**src/hw/icc_map.vh**
```
`ifndef ICC_MAP_VH
`define ICC_MAP_VH
// ****************************************
// register byte offsets
// ****************************************
`define ICC_OFS_MODE     8'h00
`define ICC_OFS_STATUS   8'h04
`define ICC_OFS_LOW      8'h08
`define ICC_OFS_HIGH     8'h0c
`define ICC_OFS_HOLD     8'h10
`define ICC_OFS_DATA     8'h14
`define ICC_OFS_OWN      8'h18
// ****************************************
// mode_control_reg fields
// ****************************************
`define ICC_MD_EVT       7
`define ICC_MD_ENABLE    6
`define ICC_MD_SRST      5
`define ICC_MD_IRQEN     4
`define ICC_MD_ACK_ENABLE     3
`define ICC_MD_MASTER    2
`define ICC_MD_STOP      1
`define ICC_MD_START     0
// ****************************************
// bus_state_reg fields
// ****************************************
`define ICC_ST_ADDRACK   7
`define ICC_ST_DONE      6
`define ICC_ST_STOP      5
`define ICC_ST_SSEL      4
`define ICC_ST_ARBLOST   3
`define ICC_ST_BUSY      2
`define ICC_ST_TMODE     1
`define ICC_ST_ACK       0
// ****************************************
// own_address_reg fields
// ****************************************
`define ICC_OA_GCEN      0
// ****************************************
// reset values
// ****************************************
`define ICC_RST_LOW      8'h3f
`define ICC_RST_HIGH     8'h3f
`define ICC_RST_HOLD     8'h01
`define ICC_RST_DATA     8'hff
`define ICC_RST_OWN      8'h00
// ****************************************
// bus responses
// ****************************************
`define ICC_RESP_OKAY    2'b00
`define ICC_RESP_SLVERR  2'b10
`endif

```
**src/hw/icc_ctrl.v**
```verilog
// Overview of operation
// - enable bit runs the controller; software sets it, plus ack enable for slave use
// - SCL low and high phases timed from the two period registers
// - SDA changes delayed after each SCL fall by the hold count
// - hold time is hold count plus one core clock periods after the fall is seen; zero allowed
// - start request as master drives START then shifts out data register byte
// - master samples slave acknowledge in ninth SCL high phase into status
// - master raises event after address byte either way; address-acknowledge status set only if slave acknowledged
// - lost arbitration sets flag, goes idle or continues as matching addressed slave
// - every acknowledge stage stretches SCL low until software decides
// - any status register write releases held SCL
// - stop request as master generates STOP after releasing SCL
// - start request in held stage gives repeated START and new address phase
// - master receiver raises byte-done and holds SCL after each byte
// - receiver acknowledges per ack enable; cleared marks master's last byte
// - STOP sets stop status; status write then returns to idle
// - after START the slave receives a byte and compares seven address bits
// - general call enable also matches address zero
// - mismatch or ack enable cleared sends slave back to idle
// - match with ack enable raises slave-selected event and holds SCL
// - after each slave data byte raise byte-done and hold SCL regardless of ack
// - slave detects repeated START anytime; transmitter after nack waits STOP/START
// - each event sets event flag; status write clears it and frees SCL
// - events follow every bus event except any START and a STOP while not addressed
// - acknowledge drives SDA low when ack enable is one, else released
`timescale 1ns/1ps
`include "icc_map.vh"

module icc_ctrl #(
	parameter ADDR_W = 8
) (
	input  wire              core_clk,
	input  wire              rst,
	input  wire [ADDR_W-1:0] s_axi_awaddr,
	input  wire              s_axi_awvalid,
	output reg               s_axi_awready,
	input  wire [31:0]       s_axi_wdata,
	input  wire [3:0]        s_axi_wstrb,
	input  wire              s_axi_wvalid,
	output reg               s_axi_wready,
	output reg  [1:0]        s_axi_bresp,
	output reg               s_axi_bvalid,
	input  wire              s_axi_bready,
	input  wire [ADDR_W-1:0] s_axi_araddr,
	input  wire              s_axi_arvalid,
	output reg               s_axi_arready,
	output reg  [31:0]       s_axi_rdata,
	output reg  [1:0]        s_axi_rresp,
	output reg               s_axi_rvalid,
	input  wire              s_axi_rready,
	input  wire              sclIn,
	output reg               sclOut,
	output reg               sclOe,
	input  wire              sdaIn,
	output reg               sdaOut,
	output reg               sdaOe
);

localparam ST_IDLE  = 3'd0;
localparam ST_XFER  = 3'd1;
localparam ST_HOLD  = 3'd2;
localparam ST_START = 3'd3;
localparam ST_STOP  = 3'd4;
localparam ST_WAIT  = 3'd5;

// ****************************************
// registers
// ****************************************
reg [2:0] state_r;
reg [1:0] phase_r;
reg [7:0] tmr_r;
reg [7:0] hold_r;
reg       updPend_r;
reg [3:0] bitCnt_r;
reg       addrPhase_r;
reg       txMode_r;
reg       addressed_r;
reg       nackWait_r;
reg       gcallHit_r;
reg       blockEnable_r;
reg       softRst_r;
reg       irqEnable_r;
reg       ackEnable_r;
reg       isMaster_r;
reg       stopReq_r;
reg       startReq_r;
reg       evtFlag_r;
reg       addrAckGc_r;
reg       byteDone_r;
reg       stopSeen_r;
reg       slaveSel_r;
reg       arbLost_r;
reg       busy_r;
reg       ackReceived_r;
reg [7:0] clockLowPeriodReg_r;
reg [7:0] clockHighPeriodReg_r;
reg [7:0] dataHoldReg_r;
reg [7:0] shiftDataReg_r;
reg [7:0] ownAddressReg_r;
reg [1:0] sclSync_r;
reg [1:0] sdaSync_r;
reg       sclPrev_r;
reg       sdaPrev_r;
reg [7:0] rdByte;
reg       rdHit;

// ****************************************
// pin synchronisers and bus events
// ****************************************
always @(posedge core_clk) begin
	if (rst) begin
		sclSync_r <= 2'h3;
		sdaSync_r <= 2'h3;
		sclPrev_r <= 1'b1;
		sdaPrev_r <= 1'b1;
	end else begin
		sclSync_r <= {sclSync_r[0], sclIn};
		sdaSync_r <= {sdaSync_r[0], sdaIn};
		sclPrev_r <= sclSync_r[1];
		sdaPrev_r <= sdaSync_r[1];
	end
end

wire sclNow   = sclSync_r[1];
wire sdaNow   = sdaSync_r[1];
wire sclRise  = sclNow & ~sclPrev_r;
wire sclFall  = ~sclNow & sclPrev_r;
wire startDet = sclNow & sclPrev_r & sdaPrev_r & ~sdaNow;
wire stopDet  = sclNow & sclPrev_r & ~sdaPrev_r & sdaNow;

// ****************************************
// bus slave handshakes
// ****************************************
wire wrFire = s_axi_awvalid & s_axi_awready & s_axi_wvalid & s_axi_wready;
wire rdFire = s_axi_arvalid & s_axi_arready;
wire wrLow  = wrFire & s_axi_wstrb[0];
wire wrMode = wrLow & (s_axi_awaddr == `ICC_OFS_MODE);
// the write itself is the release: data and strobes do not matter
wire statusWr = wrFire & (s_axi_awaddr == `ICC_OFS_STATUS);

always @* begin
	rdHit = 1'b1;
	case (s_axi_araddr)
	`ICC_OFS_MODE:   rdByte = {evtFlag_r, blockEnable_r, softRst_r, irqEnable_r,
	                           ackEnable_r, isMaster_r, stopReq_r, startReq_r};
	`ICC_OFS_STATUS: rdByte = {addrAckGc_r, byteDone_r, stopSeen_r, slaveSel_r,
	                           arbLost_r, busy_r, txMode_r, ackReceived_r};
	`ICC_OFS_LOW:    rdByte = clockLowPeriodReg_r;
	`ICC_OFS_HIGH:   rdByte = clockHighPeriodReg_r;
	`ICC_OFS_HOLD:   rdByte = dataHoldReg_r;
	`ICC_OFS_DATA:   rdByte = shiftDataReg_r;
	`ICC_OFS_OWN:    rdByte = ownAddressReg_r;
	default: begin
		rdByte = 8'h00;
		rdHit  = 1'b0;
	end
	endcase
end

always @(posedge core_clk) begin
	if (rst) begin
		s_axi_awready <= 1'b0;
		s_axi_wready  <= 1'b0;
		s_axi_bvalid  <= 1'b0;
		s_axi_bresp   <= `ICC_RESP_OKAY;
		s_axi_arready <= 1'b0;
		s_axi_rvalid  <= 1'b0;
		s_axi_rresp   <= `ICC_RESP_OKAY;
		s_axi_rdata   <= 32'h00000000;
	end else begin
		// both channels are taken together, so either arrival order works
		s_axi_awready <= s_axi_awvalid & s_axi_wvalid & ~s_axi_awready & ~s_axi_bvalid;
		s_axi_wready  <= s_axi_awvalid & s_axi_wvalid & ~s_axi_awready & ~s_axi_bvalid;
		if (wrFire) begin
			s_axi_bvalid <= 1'b1;
			s_axi_bresp  <= (s_axi_awaddr[1:0] == 2'h0 && s_axi_awaddr <= `ICC_OFS_OWN)
			                ? `ICC_RESP_OKAY : `ICC_RESP_SLVERR;
		end else if (s_axi_bready) begin
			s_axi_bvalid <= 1'b0;
		end
		s_axi_arready <= s_axi_arvalid & ~s_axi_arready & ~s_axi_rvalid;
		if (rdFire) begin
			s_axi_rvalid <= 1'b1;
			s_axi_rdata  <= {24'h000000, rdByte};
			s_axi_rresp  <= rdHit ? `ICC_RESP_OKAY : `ICC_RESP_SLVERR;
		end else if (s_axi_rready) begin
			s_axi_rvalid <= 1'b0;
		end
	end
end

// ****************************************
// bit engine helpers
// ****************************************
wire       txNow   = addrPhase_r ? isMaster_r : txMode_r;
wire       ackDrv  = addrPhase_r ? ~isMaster_r : (~txNow & ackEnable_r);
wire [7:0] shiftIn = {shiftDataReg_r[6:0], sdaNow};
wire       ownHit  = shiftIn[7:1] == ownAddressReg_r[7:1];
wire       gcHit   = ownAddressReg_r[`ICC_OA_GCEN] & (shiftIn[7:1] == 7'h00);
wire       sdaWant = (state_r == ST_XFER) &
                     ((bitCnt_r < 4'd8) ? (txNow & ~shiftDataReg_r[7])
                                        : ((bitCnt_r == 4'd8) & ackDrv));
// a master driving one but seeing zero has lost the bus
wire       arbLose = (state_r == ST_XFER) & sclRise & isMaster_r & txNow &
                     (bitCnt_r < 4'd8) & ~sdaOe & ~sdaNow;

// ****************************************
// controller
// ****************************************
always @(posedge core_clk) begin
	if (rst) begin
		state_r              <= ST_IDLE;
		phase_r              <= 2'h0;
		tmr_r                <= 8'h00;
		hold_r               <= 8'h00;
		updPend_r            <= 1'b0;
		bitCnt_r             <= 4'h0;
		addrPhase_r          <= 1'b0;
		txMode_r             <= 1'b0;
		addressed_r          <= 1'b0;
		nackWait_r           <= 1'b0;
		gcallHit_r           <= 1'b0;
		blockEnable_r        <= 1'b0;
		softRst_r            <= 1'b0;
		irqEnable_r          <= 1'b0;
		ackEnable_r          <= 1'b0;
		isMaster_r           <= 1'b0;
		stopReq_r            <= 1'b0;
		startReq_r           <= 1'b0;
		evtFlag_r            <= 1'b0;
		addrAckGc_r          <= 1'b0;
		byteDone_r           <= 1'b0;
		stopSeen_r           <= 1'b0;
		slaveSel_r           <= 1'b0;
		arbLost_r            <= 1'b0;
		busy_r               <= 1'b0;
		ackReceived_r        <= 1'b0;
		clockLowPeriodReg_r  <= `ICC_RST_LOW;
		clockHighPeriodReg_r <= `ICC_RST_HIGH;
		dataHoldReg_r        <= `ICC_RST_HOLD;
		shiftDataReg_r       <= `ICC_RST_DATA;
		ownAddressReg_r      <= `ICC_RST_OWN;
		sclOe                <= 1'b0;
		sdaOe                <= 1'b0;
		sclOut               <= 1'b0;
		sdaOut               <= 1'b0;
	end else begin
		softRst_r <= 1'b0;
		if (wrMode) begin
			blockEnable_r <= s_axi_wdata[`ICC_MD_ENABLE];
			softRst_r     <= s_axi_wdata[`ICC_MD_SRST];
			irqEnable_r   <= s_axi_wdata[`ICC_MD_IRQEN];
			ackEnable_r   <= s_axi_wdata[`ICC_MD_ACK_ENABLE];
			stopReq_r     <= s_axi_wdata[`ICC_MD_STOP];
			startReq_r    <= s_axi_wdata[`ICC_MD_START];
		end
		if (wrLow && s_axi_awaddr == `ICC_OFS_LOW)
			clockLowPeriodReg_r <= s_axi_wdata[7:0];
		if (wrLow && s_axi_awaddr == `ICC_OFS_HIGH)
			clockHighPeriodReg_r <= s_axi_wdata[7:0];
		if (wrLow && s_axi_awaddr == `ICC_OFS_HOLD)
			dataHoldReg_r <= s_axi_wdata[7:0];
		if (wrLow && s_axi_awaddr == `ICC_OFS_DATA)
			shiftDataReg_r <= s_axi_wdata[7:0];
		if (wrLow && s_axi_awaddr == `ICC_OFS_OWN)
			ownAddressReg_r <= s_axi_wdata[7:0];
		// clears come first so that a same-cycle event below wins
		if (statusWr) begin
			evtFlag_r   <= 1'b0;
			addrAckGc_r <= 1'b0;
			byteDone_r  <= 1'b0;
			stopSeen_r  <= 1'b0;
			slaveSel_r  <= 1'b0;
			arbLost_r   <= 1'b0;
		end
		if (startDet)
			busy_r <= 1'b1;
		else if (stopDet)
			busy_r <= 1'b0;

		if (!blockEnable_r || softRst_r) begin
			state_r     <= ST_IDLE;
			sclOe       <= 1'b0;
			sdaOe       <= 1'b0;
			isMaster_r  <= 1'b0;
			addressed_r <= 1'b0;
			nackWait_r  <= 1'b0;
			updPend_r   <= 1'b0;
			if (softRst_r) begin
				evtFlag_r   <= 1'b0;
				addrAckGc_r <= 1'b0;
				byteDone_r  <= 1'b0;
				stopSeen_r  <= 1'b0;
				slaveSel_r  <= 1'b0;
				arbLost_r   <= 1'b0;
			end
		end else begin
			// data changes only a hold count after each falling SCL
			if (state_r == ST_XFER || state_r == ST_HOLD) begin
				if (sclFall) begin
					hold_r    <= dataHoldReg_r;
					updPend_r <= 1'b1;
				end else if (updPend_r) begin
					if (hold_r == 8'h00) begin
						updPend_r <= 1'b0;
						sdaOe     <= sdaWant;
					end else begin
						hold_r <= hold_r - 8'h01;
					end
				end
			end
			case (state_r)
			ST_IDLE: begin
				if (startReq_r && !busy_r) begin
					startReq_r <= 1'b0;
					isMaster_r <= 1'b1;
					state_r    <= ST_START;
					phase_r    <= 2'h0;
					tmr_r      <= 8'h00;
				end
			end
			ST_XFER: begin
				if (isMaster_r) begin
					if (sclOe) begin
						// low phase counts from the fall as seen, in step with the hold count
						if (sclNow) begin
							tmr_r <= 8'h00;
						end else if (tmr_r >= clockLowPeriodReg_r) begin
							sclOe <= 1'b0;
							tmr_r <= 8'h00;
						end else begin
							tmr_r <= tmr_r + 8'h01;
						end
					end else if (sclNow) begin
						if (tmr_r >= clockHighPeriodReg_r) begin
							sclOe <= 1'b1;
							tmr_r <= 8'h00;
						end else begin
							tmr_r <= tmr_r + 8'h01;
						end
					end
				end
				if (sclRise) begin
					if (bitCnt_r < 4'd8) begin
						shiftDataReg_r <= shiftIn;
						bitCnt_r       <= bitCnt_r + 4'd1;
						if (arbLose) begin
							arbLost_r  <= 1'b1;
							evtFlag_r  <= 1'b1;
							isMaster_r <= 1'b0;
							sclOe      <= 1'b0;
							if (!addrPhase_r)
								state_r <= ST_IDLE;
						end
						if (bitCnt_r == 4'd7 && addrPhase_r && (!isMaster_r || arbLose)) begin
							if (!(ownHit || gcHit) || !ackEnable_r) begin
								state_r <= ST_IDLE;
							end else begin
								gcallHit_r <= gcHit;
								txMode_r   <= shiftIn[0];
							end
						end
					end else if (bitCnt_r == 4'd8) begin
						ackReceived_r <= ~sdaNow;
						bitCnt_r      <= 4'd9;
					end
				end else if (sclFall && bitCnt_r == 4'd9) begin
					// the stretch does not depend on irq enable
					sclOe     <= 1'b1;
					state_r   <= ST_HOLD;
					evtFlag_r <= 1'b1;
					if (addrPhase_r && isMaster_r) begin
						addrAckGc_r <= ackReceived_r;
						txMode_r    <= ~shiftDataReg_r[0];
					end else if (addrPhase_r) begin
						slaveSel_r  <= 1'b1;
						addrAckGc_r <= gcallHit_r;
						addressed_r <= 1'b1;
					end else begin
						byteDone_r <= 1'b1;
						nackWait_r <= ~isMaster_r & txMode_r & ~ackReceived_r;
					end
				end
			end
			ST_HOLD: begin
				if (statusWr) begin
					tmr_r   <= 8'h00;
					phase_r <= 2'h0;
					if (isMaster_r && stopReq_r) begin
						stopReq_r <= 1'b0;
						state_r   <= ST_STOP;
					end else if (isMaster_r && startReq_r) begin
						startReq_r <= 1'b0;
						state_r    <= ST_START;
					end else if (nackWait_r) begin
						sclOe      <= 1'b0;
						nackWait_r <= 1'b0;
						state_r    <= ST_IDLE;
					end else begin
						// a slave sets its first bit in the same cycle that it lets SCL go
						state_r     <= ST_XFER;
						bitCnt_r    <= 4'h0;
						addrPhase_r <= 1'b0;
						updPend_r   <= 1'b0;
						sclOe       <= isMaster_r;
						sdaOe       <= txMode_r & ~shiftDataReg_r[7];
					end
				end
			end
			ST_START: begin
				case (phase_r)
				2'h0: begin
					sdaOe <= 1'b0;
					if (tmr_r >= clockLowPeriodReg_r) begin
						sclOe   <= 1'b0;
						tmr_r   <= 8'h00;
						phase_r <= 2'h1;
					end else begin
						tmr_r <= tmr_r + 8'h01;
					end
				end
				2'h1: begin
					if (sclNow && sdaNow) begin
						if (tmr_r >= clockHighPeriodReg_r) begin
							sdaOe   <= 1'b1;
							tmr_r   <= 8'h00;
							phase_r <= 2'h2;
						end else begin
							tmr_r <= tmr_r + 8'h01;
						end
					end
				end
				default: begin
					if (tmr_r >= clockHighPeriodReg_r) begin
						sclOe       <= 1'b1;
						tmr_r       <= 8'h00;
						state_r     <= ST_XFER;
						bitCnt_r    <= 4'h0;
						addrPhase_r <= 1'b1;
					end else begin
						tmr_r <= tmr_r + 8'h01;
					end
				end
				endcase
			end
			ST_STOP: begin
				if (phase_r == 2'h0) begin
					sdaOe <= 1'b1;
					if (tmr_r >= clockLowPeriodReg_r) begin
						sclOe   <= 1'b0;
						tmr_r   <= 8'h00;
						phase_r <= 2'h1;
					end else begin
						tmr_r <= tmr_r + 8'h01;
					end
				end else if (sclNow) begin
					if (tmr_r >= clockHighPeriodReg_r) begin
						sdaOe      <= 1'b0;
						stopSeen_r <= 1'b1;
						evtFlag_r  <= 1'b1;
						isMaster_r <= 1'b0;
						state_r    <= ST_WAIT;
					end else begin
						tmr_r <= tmr_r + 8'h01;
					end
				end
			end
			ST_WAIT: begin
				if (statusWr)
					state_r <= ST_IDLE;
			end
			default: state_r <= ST_IDLE;
			endcase
			// other masters' START and STOP, watched only while not mastering
			if (!isMaster_r && state_r != ST_START && state_r != ST_STOP) begin
				if (startDet) begin
					state_r     <= ST_XFER;
					bitCnt_r    <= 4'h0;
					addrPhase_r <= 1'b1;
					nackWait_r  <= 1'b0;
					updPend_r   <= 1'b0;
					sdaOe       <= 1'b0;
					sclOe       <= 1'b0;
				end else if (stopDet && addressed_r) begin
					stopSeen_r  <= 1'b1;
					evtFlag_r   <= 1'b1;
					addressed_r <= 1'b0;
					sdaOe       <= 1'b0;
					sclOe       <= 1'b0;
					state_r     <= ST_WAIT;
				end
			end
		end
	end
end

endmodule

```
**config.mk**
```make
export PLATFORM = sky130hd
export DESIGN_NAME = icc_ctrl
export DESIGN_NICKNAME = d
export VERILOG_FILES = /design/src/hw/icc_ctrl.v
export VERILOG_INCLUDE_DIRS = /design/src /design/src/hw
export SDC_FILE = /design/constraint.sdc
export NUM_CORES = 1
export LEC_CHECK = 0
export CORE_UTILIZATION = 64
export DETAILED_ROUTE_END_ITERATION = 8
export DONT_BUFFER_PORTS = 1
export PLACE_DENSITY_LB_ADDON = 0.05
export SYNTH_ARGS = -nofsm -noshare
export SYNTH_HDL_FRONTEND = slang
export SYNTH_SLANG_ARGS = --single-unit
```
**constraint.sdc**
```tcl
create_clock -name core_clk -period 4.28 [get_ports core_clk]
set_input_delay 0.856 -clock core_clk [delete_from_list [all_inputs] [get_ports core_clk]]
set_output_delay 0.856 -clock core_clk [all_outputs]
set_load 0.01 [all_outputs]
```
==> results of run 1 <==
worst paths after layout:
check	to	start
max	tmr_r[5]	tmr_r[0]
min reg2reg	sdaSync_r[1]	sdaSync_r[0]
max reg2reg	tmr_r[5]	tmr_r[0]
min	sdaSync_r[1]	sdaSync_r[0]
per-stage QoR:
stage | power [W] | util [%]
floorplan | 0.001126 | -
global placement | 0.001101 | 65.34
detailed placement | 0.001103 | 65.34
CTS | 0.001673 | 67.07
global route | 0.001721 | 67.07
finish | 0.001670 | 67.07
synth_stat cells, drive strengths merged, types with 4 or more instances:
cell type  number
nand4           6
xnor2           6
or2             9
ha             22
a211oi          5
a211o           4
a21oi          58
nand3          25
nor2           67
and3           11
dfxtp         108
nand2          90
nor4            7
nor3b           7
nand3b          4
nor4b           6
mux2i          39
o22ai           9
xor2            4
a31oi          12
nand2b         10
nor3           23
a32oi           8
o31ai           8
clkbuf         37
inv            35
buf            39
o2bb2ai         4
a311oi          5
or3b            4
a22oi          20
o41ai           7
o211ai         12
o21ai          39
nor2b          12
where the power goes:
group	leakage, nW	total, W	internal, W	switching [W]
logic	1.46	0.0000645	0.0000216	0.0000430
clock network	0.0825	0.000588	0.000214	0.000374
registers	0.872	0.00102	0.00101	0.00000811
total	2.41	0.00167	0.00125	0.000425
layer usage:
metal	global-route usage [%]	up-vias	share of wire, %
li1	-	2851	-
met1	45.19	2885	41
met2	53.54	393	45
met3	6.169	68	10
met4	18.13	0	3.8
met5	0	-	0
worst max-delay path: stages (launching register included):
cell,delay [ns]
dfxtp_1,0.41
inv_1,0.10
ha_1,0.29
nand2b_1,0.14
a2111oi_0,0.57
o21bai_1,0.47
o221ai_1,0.74
nand2b_4,0.17
o41ai_2,0.29
registers in the layout, indices dropped and copies added, names as in the netlist, 2 cells and up:
signal / count
bitCnt_r: 4
tmr_r: 8
shiftDataReg_r: 8
sdaSync_r: 2
clockLowPeriodReg_r: 8
dataHoldReg_r: 8
s_axi_rdata: 8
hold_r: 8
sclSync_r: 2
state_r: 3
phase_r: 2
ownAddressReg_r: 8
clockHighPeriodReg_r: 8
layout make-up:
| type | instances | area share (%) |
|---|---|---|
| Multi-Input combinational cell | 621 | 59.27 |
| Sequential cell | 108 | 32.83 |
| Tap cell | 133 | 2.527 |
| Inverter | 35 | 1.995 |
| Clock buffer | 9 | 1.881 |
| Timing Repair Buffer | 7 | 0.7979 |
| Clock inverter | 6 | 0.7029 |
cell families (layout without fill, tap and decap cells):
logic type               Yosys count  count (layout)
other                              1              28
adder cells (fa/ha/maj)           22              22
flip-flops                       108             108
AO/OA/AOI/OAI                    228             228
multiplexers                      40              40
buffers and inverters            111              57
XOR/XNOR                          10              10
AND/OR/NAND/NOR                  293             293
==> summary.md, run 1 <==
| Metric | Value |
|---|---|
| Ant diodes | `0` |
| Adder and majority cell fraction of the synthesized area | `about 4.2%` |
| Gp weighted congestion | `0.9852` |
| Cell Rows | `36` |
| Final Max Slew Viols | `0` |
| Rel. slew slack | `around 30%` |
| Layout area overhead | `1.445%` |
| Yosys cell types | `just under 70` |
| DP Worst Slack | `0.8850 ns` |
| Share of cells above drive strength 1 | `under 10%` |
| Initial DRT Pass Iterations | `5` |
| GRT Total Usage | `34.31%` |
| Largest family of logic cells by synthesized area | `compound AO/OA/AOI/OAI gates` |
| WL final | `about 18 mm` |
| Fin cells | `between 900 and 1000` |
| Post-layout net count | `a little under 900` |
| Cell taking the most area after synthesis | `dfxtp_1` |
| Crit Path Max Fanout | `13` |
| CTS tree | `built` |
| Reg2Reg Depth | `8` |
| Final setup violation count | `0` |
| DP Area | `about 6400 um2` |
| Unrepaired setup endpoints after global routing | `false` |
| CP Launch Type | `register` |
| Final-report hold violation count | `0` |
| Starting density of the core | `66.12%` |
| Multi-input gate area | `3904 um2` |
| Residual DRC | `0` |
| Worst EP required | `4.58 ns` |
| Synth Area per Inst | `approximately 8.0 um2` |
| Commonest non-fill, non-tap cell in the layout | `dfxtp_1` |
| Vias/cell | `between 6 and 7` |
| Critical Path Sink Type | `register` |
| Yosys Warn Count | `0` |
| Post-synthesis mux area share | `6.360%` |
| Post-CTS setup buffer count | `0` |
| Status | `finished, final reports clean` |
| Die height | `just over 100 um` |
| Synth Area in Simple Gates | `a little under a quarter` |
| Input/output buffers | `0` |
| Fin crit period | `about 3.3 ns` |
| Clock buffer count from CTS | `9` |
| Vias | `6197` |
| Post-route ant nets | `0` |
| Die W | `102.7 um` |
| Area contributors post-synth | `dfxtp_1 33%, mux2i_1 6.0%, nand2_1 5.2%, a21oi_1 4.5%, ha_1 4.2%` |
| Post-synth EDFFs | `0` |
| PwrDens | `~250 nW/um2` |
| Peak supply drop | `between 0.15 and 0.2 mV` |
| Post-synthesis xor/xnor area fraction | `between 1 and 1.5%` |
| Largest net degree at the start of global routing | `83` |
| Commonest cells after routing, fill and taps aside | `108 x dfxtp_1, 90 x nand2_1, 67 x nor2_1` |
| Worst skew pair latency | `approximately 0.4 ns` |
| Maximum clock path buffer count | `2` |
| Post-DP HPWL | `~13 mm` |
| Synth Register Bits | `about 110` |
| P_leak | `2.412 nW` |
| Grt ovf | `0` |
| I/O pins | `about 110` |
| Core ar. | `between 9000 and 10000 um2` |
| DIE AREA | `10550 um2` |
| MaxCap Viol Count | `0` |
| DRT iter0 DRCs | `~760` |
| Hold Crit Class | `reg2reg` |
| Final hold slack | `0.4156 ns` |
| Root buffer cell | `clkbuf_8` |
| Worst-Margin Slew | `approximately 1.0 ns` |
| Design area | `~6600 um2` |
| Min-Delay Path Depth | `1` |
| PostCTS Resize Cnt | `0` |
| Most common flop cell mapped by yosys | `dfxtp_1` |
| Initial antenna violation count | `0` |
| CP Class | `reg2reg` |
| CTS Sinks | `between 100 and 150` |
| Synth Area in Compound Gates | `a little under a quarter` |
| Post-Syn Instances | `813` |
| Share of the synthesized area in the top cell type | `between 30% and 40%` |
| Placed insts | `904` |
| Reg2Reg Setup Slack | `about 1.0 ns` |
| Period utilization | `between 70% and 80%` |
| Fill count | `between 800 and 900` |
| Final WS setup | `1.026 ns` |
| Clk slew on worst S/H paths | `approximately 0.1 ns` |
| Mapped Area | `around 6500 um2` |
| Wire per inst | `19.59 um` |
| Crit path arrival time | `3.55 ns` |
| TNS Setup | `0 ns` |
| Clock skew | `around 0.013 ns` |
| First-pass GRT wire length | `~28 mm` |
| # H-tree levels | `3` |
| Post-CTS Hold Buffers | `0` |
| Vias in the first global route | `roughly 5500` |
| Seq/Total Area, Yosys | `about a third` |
| Asr flop ratio synth | `0%` |
| Fmax achieved | `slightly above 300 MHz` |
| Total area of sequential cells | `2162 um2` |
No activity file was read; power rests on OpenSTA's default activity.
==> inputs of run 2 (changes only) <==
- clock period: 4.28 -> 3.3 ns (I/O delays scaled with it)
==> run 2 against run 1 <==
Effect of this change: routed wire length grew 0.66%; clock power grew 46%; clock skew rose by 0.0014 ns; critical path type unchanged; final cell count increased by 0.98%; non-clock buffer count rose by 8; count of clock-buffer cells in the layout stayed put; sequential power increased by 29%; maximum frequency grew 16%; global-route usage increased by 0.65 points; critical path depth unchanged.
==> summary.md, run 2 (synthesized netlist as in run 1, its figures left out) <==
| Metric | Value |
|---|---|
| CTS Sinks | `108 (unchanged)` |
| DRT iter0 DRCs | `554 (was 756)` |
| Core ar. | `9819 um2 (unchanged)` |
| Final WS setup | `0.4988 ns (was 1.026 ns)` |
| Crit path arrival time | `3.10 ns (was 3.55 ns)` |
| CP Launch Type | `register (unchanged)` |
| Layout area overhead | `2.949% (was 1.445%)` |
| Vias/cell | `6.553 (was 6.743)` |
| Fin cells | `928 (was 919)` |
| Placed insts | `912 (was 904)` |
| P_leak | `2.471 nW (was 2.412 nW)` |
| PwrDens | `338.6 nW/um2 (was 253.6 nW/um2)` |
| WL final | `18.12 mm (was 18.00 mm)` |
| Combinational share of power | `3.7% (was 3.9%)` |
| Commonest cells after routing, fill and taps aside | `108 x dfxtp_1, 90 x nand2_1, 67 x nor2_1 (unchanged)` |
| Pint | `0.001699 W (was 0.001245 W)` |
| Starting density of the core | `66.12% (unchanged)` |
| Initial DRT Pass Iterations | `5 (unchanged)` |
| TNS Setup | `0 ns (unchanged)` |
| Post-DP HPWL | `13.35 mm (was 12.91 mm)` |
| Slowest Stage Delay on Critical Path | `0.59 ns (was 0.74 ns)` |
| Buf/Inv on CP | `1 (unchanged)` |
| # H-tree levels | `3 (unchanged)` |
| CP Class | `reg2reg (unchanged)` |
| Multi-input gate area | `3904 um2 (unchanged)` |
| Input/output buffers | `0 (unchanged)` |
| Root buffer cell | `clkbuf_8 (unchanged)` |
| PostCTS Resize Cnt | `0 (unchanged)` |
| Rel. slew slack | `35.79% (was 30.71%)` |
| Peak supply drop | `0.2475 mV (was 0.1917 mV)` |
| Cell Rows | `36 (unchanged)` |
| CP delay by family, top | `compound AO/OA/AOI/OAI gates (unchanged)` |
| DP Area | `6476 um2 (was 6416 um2)` |
| Post-route ant nets | `0 (unchanged)` |
| Design area | `6684 um2 (was 6586 um2)` |
| Critical Path Sink Type | `register (unchanged)` |
| Critical path's slowest cell | `a2111oi_0 (was o221ai_1)` |
| Fin crit period | `2.801 ns (was 3.254 ns)` |
| MaxCap Viol Count | `0 (unchanged)` |
| Final-report hold violation count | `0 (unchanged)` |
| Wire per inst | `19.53 um (was 19.59 um)` |
| Post-CTS setup buffer count | `0 (unchanged)` |
| NetSw | `0.0005639 W (was 0.0004253 W)` |
| Clk slew on worst S/H paths | `0.11 ns (was 0.10 ns)` |
| Post-layout net count | `873 (was 865)` |
| Worst EP required | `3.60 ns (was 4.58 ns)` |
| Die W | `102.7 um (unchanged)` |
| Vias in the first global route | `5447 (was 5535)` |
| Reg power frac | `58.3% (was 60.9%)` |
| Fill count | `889 (was 871)` |
| Grt ovf | `0 (unchanged)` |
| Largest net degree at the start of global routing | `83 (unchanged)` |
| Status | `finished, final reports clean (unchanged)` |
| Share of cells above drive strength 1 | `7.296% (was 6.234%)` |
| Total area of sequential cells | `2162 um2 (unchanged)` |
| Final setup violation count | `0 (unchanged)` |
| Net Sw Frac | `24.92% (was 25.46%)` |
| Clock skew | `0.01431 ns (was 0.01289 ns)` |
| First-pass GRT wire length | `27.92 mm (was 27.66 mm)` |
| Maximum clock path buffer count | `2 (unchanged)` |
| I/O pins | `106 (unchanged)` |
| Vias | `6081 (was 6197)` |
| Worst skew pair latency | `0.39 ns (about the same)` |
| Die height | `102.7 um (unchanged)` |
| Ant diodes | `0 (unchanged)` |
| Clock buffer count from CTS | `9 (unchanged)` |
| Gp weighted congestion | `0.9241 (was 0.9852)` |
| GRT Total Usage | `34.96% (was 34.31%)` |
| Fmax achieved | `357.0 MHz (was 307.3 MHz)` |
| Crit Path Max Fanout | `9 (was 13)` |
| Residual DRC | `0 (unchanged)` |
| DIE AREA | `10550 um2 (unchanged)` |
| Final Max Slew Viols | `0 (unchanged)` |
| Clock Power Share | `37.9% (was 35.2%)` |
| Period utilization | `84.88% (was 76.02%)` |
| DP Worst Slack | `0.1753 ns (was 0.8850 ns)` |
| Post-CTS Hold Buffers | `0 (unchanged)` |
| Initial antenna violation count | `0 (unchanged)` |
| CTS tree | `built (unchanged)` |
| Commonest non-fill, non-tap cell in the layout | `dfxtp_1 (unchanged)` |
| Worst-path cell chain | `inv_1 > ha_1 > nand2b_1 > a2111oi_0 > o21bai_1 > a211o_1 > nand2b_4 > o41ai_2 (was inv_1 > ha_1 > nand2b_1 > a2111oi_0 > o21bai_1 > o221ai_1 > nand2b_4 > o41ai_2)` |
| Worst-Margin Slew | `0.9620 ns (was 1.038 ns)` |
| Hold Crit Class | `in2reg (was reg2reg)` |
| Unrepaired setup endpoints after global routing | `false (unchanged)` |
[run 2: cell types whose count changed in the layout (fill, tap and decap cells not counted)]
| cell | previous run | this run |
|---|---|---|
| buf_4 | 7 | 15 |
| clkinv_8 | 0 | 1 |
| inv_6 | 3 | 2 |
| bufinv_16 | 0 | 1 |
[run 2: per-layer routing]
| metal | wire [um] | GRT usage [%] |
|---|---|---|
| met1 | 7459 | 45.90 |
| met2 | 8422 | 56.21 |
| met3 | 1563 | 4.203 |
| met4 | 674 | 18.68 |
| met5 | 0 | 0 |
[run 2: layout make-up]
cell class / count / share of cell area (%)
Tap cell: 133 / 2.490
Clock inverter: 7 / 1.254
Timing Repair Buffer: 15 / 1.685
Inverter: 35 / 1.966
Sequential cell: 108 / 32.35
Multi-Input combinational cell: 621 / 58.41
Clock buffer: 9 / 1.853
[run 2: final timing paths]
check	slack, ns	depth (start not counted)	to	start
max	0.50	8	tmr_r[5]	tmr_r[0]
min	0.33	1	addrAckGc_r	rst
max reg2reg	0.50	8	tmr_r[5]	tmr_r[0]
min reg2reg	0.42	1	sclSync_r[1]	sclSync_r[0]
[run 2: stage by stage]
| stage | total power (W) | util, % | hold WS, ns |
|---|---|---|---|
| 2_1_floorplan | 0.001460 | - | 0.3895 |
| 6_report | 0.002263 | 68.07 | 0.3269 |
| 4_1_cts | 0.002273 | 68.07 | 0.3168 |
| 3_3_place_gp | 0.001429 | 65.95 | 0.4013 |
| 5_1_grt | 0.002323 | 68.07 | 0.3149 |
| 3_5_place_dp | 0.001432 | 65.95 | 0.4030 |
[run 2: power groups by stage]
stage	logic, W	registers, W	clock network (W)
3_5_place_dp	0.0000819	0.00135	0
2_1_floorplan	0.000116	0.00134	0
6_report	0.0000844	0.00132	0.000859
5_1_grt	0.0000926	0.00132	0.000909
3_3_place_gp	0.0000802	0.00135	0
4_1_cts	0.0000820	0.00132	0.000871
==> inputs of run 3 (changes only) <==
- clock period: 3.3 -> 2.8 ns (I/O delays scaled with it)
==> run 3 against run 2 <==
Effect of this change: register-to-register slack worse by 0.36 ns; highest routed layer unchanged; sequential power rose by 17%; count of clock-buffer cells in the layout is 1 higher; global-route usage grew 1.5 points; clock skew shrank 0.0050 ns; via count rose by 1.6%; non-clock buffer count up 12.
==> summary.md, run 3 (synthesized netlist as in run 1, its figures left out) <==
| Metric | Value |
|---|---|
| CTS Sinks | `108 (unchanged)` |
| PwrDens | `380.1 nW/um2 (was 338.6 nW/um2)` |
| Reg2reg end | `tmr_r[2] (was tmr_r[5])` |
| MaxCap Viol Count | `0 (unchanged)` |
| Input/output buffers | `0 (unchanged)` |
| Post-CTS Hold Buffers | `0 (unchanged)` |
| Gp weighted congestion | `0.9857 (was 0.9241)` |
| Pwr Total | `0.002565 W (was 0.002263 W)` |
| Commonest non-fill, non-tap cell in the layout | `dfxtp_1 (unchanged)` |
| Core ar. | `9819 um2 (unchanged)` |
| Fmax achieved | `375.3 MHz (was 357.0 MHz)` |
| Hold path endpoint | `busy_r (was addrAckGc_r)` |
| Worst EP required | `3.09 ns (was 3.60 ns)` |
| Final-report hold violation count | `0 (unchanged)` |
| Layout area overhead | `3.931% (was 2.949%)` |
| DIE AREA | `10550 um2 (unchanged)` |
| Crit path arrival time | `2.95 ns (was 3.10 ns)` |
| # H-tree levels | `3 (unchanged)` |
| Clk slew on worst S/H paths | `0.11 ns (about the same)` |
| Clock buffer count from CTS | `9 (unchanged)` |
| Peak supply drop | `0.2584 mV (was 0.2475 mV)` |
| Grt ovf | `0 (unchanged)` |
| Post-CTS setup buffer count | `0 (unchanged)` |
| I/O pins | `106 (unchanged)` |
| CTS tree | `built (unchanged)` |
| Worst-Margin Slew | `0.8799 ns (was 0.9620 ns)` |
| GRT Total Usage | `36.44% (was 34.96%)` |
| Ant diodes | `0 (unchanged)` |
| Unrepaired setup endpoints after global routing | `false (unchanged)` |
| CP Class | `reg2reg (unchanged)` |
| Post-route ant nets | `0 (unchanged)` |
| Cell Rows | `36 (unchanged)` |
| Reg2Reg Depth | `8 (unchanged)` |
| First-pass GRT wire length | `29.24 mm (was 27.92 mm)` |
| CP Launch Type | `register (unchanged)` |
| Initial DRT Pass Iterations | `5 (unchanged)` |
| DP Area | `6566 um2 (was 6476 um2)` |
| Commonest cells after routing, fill and taps aside | `108 x dfxtp_1, 90 x nand2_1, 67 x nor2_1 (unchanged)` |
| Root buffer cell | `clkbuf_8 (unchanged)` |
| Worst skew pair latency | `0.38 ns (was 0.39 ns)` |
| Vias in the first global route | `5814 (was 5447)` |
| Vias | `6180 (was 6081)` |
| Maximum clock path buffer count | `2 (unchanged)` |
| Critical path's slowest cell | `a2111oi_2 (was a2111oi_0)` |
| DRT iter0 DRCs | `561 (was 554)` |
| Share of cells above drive strength 1 | `8.798% (was 7.296%)` |
| Min-Delay Path Depth | `1 (unchanged)` |
| Reg2Reg Setup Slack | `0.14 ns (was 0.50 ns)` |
| WL final | `18.59 mm (was 18.12 mm)` |
| Hold_sp | `rst (unchanged)` |
| Vias/cell | `6.574 (was 6.553)` |
| Clock skew | `0.009357 ns (was 0.01431 ns)` |
| Worst-path cell chain | `inv_1 > ha_1 > nand2b_1 > a2111oi_2 > o21bai_1 > a211o_2 > nand2b_4 > o41ai_2 (was inv_1 > ha_1 > nand2b_1 > a2111oi_0 > o21bai_1 > a211o_1 > nand2b_4 > o41ai_2)` |
| Post-DP HPWL | `13.47 mm (was 13.35 mm)` |
| Critical Path Sink Type | `register (unchanged)` |
| Worst r2r src | `tmr_r[0] (unchanged)` |
| Starting density of the core | `66.12% (unchanged)` |
| Wire per inst | `19.78 um (was 19.53 um)` |
| Status | `finished, final reports clean (unchanged)` |
| Fin crit period | `2.664 ns (was 2.801 ns)` |
| Design area | `6748 um2 (was 6684 um2)` |
| Period utilization | `95.16% (was 84.88%)` |
| Rel. slew slack | `41.22% (was 35.79%)` |
| Crit Path Max Fanout | `9 (unchanged)` |
| Post-layout net count | `885 (was 873)` |
| Die W | `102.7 um (unchanged)` |
| Final Max Slew Viols | `0 (unchanged)` |
| Hold Crit Class | `in2reg (unchanged)` |
| Final hold slack | `0.2375 ns (was 0.3269 ns)` |
| P_leak | `2.521 nW (was 2.471 nW)` |
| Die height | `102.7 um (unchanged)` |
| Largest net degree at the start of global routing | `83 (unchanged)` |
| Slowest Stage Delay on Critical Path | `0.48 ns (was 0.59 ns)` |
| Residual DRC | `0 (unchanged)` |
| Final setup violation count | `0 (unchanged)` |
| Initial antenna violation count | `0 (unchanged)` |
run 3: timing repair:
item	CTS	global route
resized for setup	2	1
endpoints found under the setup margin	8	2
gates cloned	0	0
run 3: area by class of cell:
cell class / count / area, um2
multi-input combinational: 621 / 3911
fill: 877 / 3072
sequential: 108 / 2162
timing repair buffer: 27 / 202.7
tap: 133 / 166.4
inverter: 35 / 131.4
clock buffer: 10 / 127.6
clock inverter: 6 / 46.29
run 3: metal layers:
| layer | vias to the layer above | track usage, % | wire (um) |
|---|---|---|---|
| met5 | - | 0 | 0 |
| met4 | 0 | 20.22 | 813 |
| met3 | 66 | 4.339 | 1498 |
| met2 | 334 | 57.79 | 8410 |
| met1 | 2890 | 48.25 | 7866 |
| li1 | 2890 | - | - |
run 3: metrics by stage:
step                setup slack, ns  std cells  setup TNS, ns  utilization [%]
floorplan                   -0.1103        840        -0.5900                -
global placement            -0.1185        924        -0.6862            66.87
detailed placement          -0.1931        924         -1.120            66.87
CTS                          0.1282        940              0            68.71
global route                0.02076        940              0            68.72
finish                       0.1356        940              0            68.72
run 3: where the power goes:
group          internal [W]  switching (W)  total [W]  leakage [nW]
logic             0.0000364      0.0000679   0.000104          1.56
clock network      0.000333       0.000574   0.000907        0.0886
registers           0.00154      0.0000109    0.00155         0.872
run 3: worst max-delay path, delay by kind of cell, from the launching register on:
| kind | cells | cell delay (ns) |
|---|---|---|
| buffers and inverters | 1 | 0.09 |
| AND/OR/NAND/NOR | 2 | 0.41 |
| adder cells (fa/ha/maj) | 1 | 0.30 |
| flip-flops | 1 | 0.41 |
| AO/OA/AOI/OAI | 4 | 1.36 |
run 3: worst max-delay path by stage:
| stage | from | to | cells past startpoint |
|---|---|---|---|
| after floorplan | s_axi_awaddr[6] | tmr_r[2] | 8 |
| after global placement | s_axi_awaddr[6] | tmr_r[6] | 6 |
| after detailed placement | s_axi_awaddr[6] | tmr_r[2] | 6 |
| after CTS | tmr_r[0] | tmr_r[2] | 8 |
| after global routing | sclPrev_r | addrAckGc_r | 5 |
| final | tmr_r[0] | tmr_r[2] | 8 |
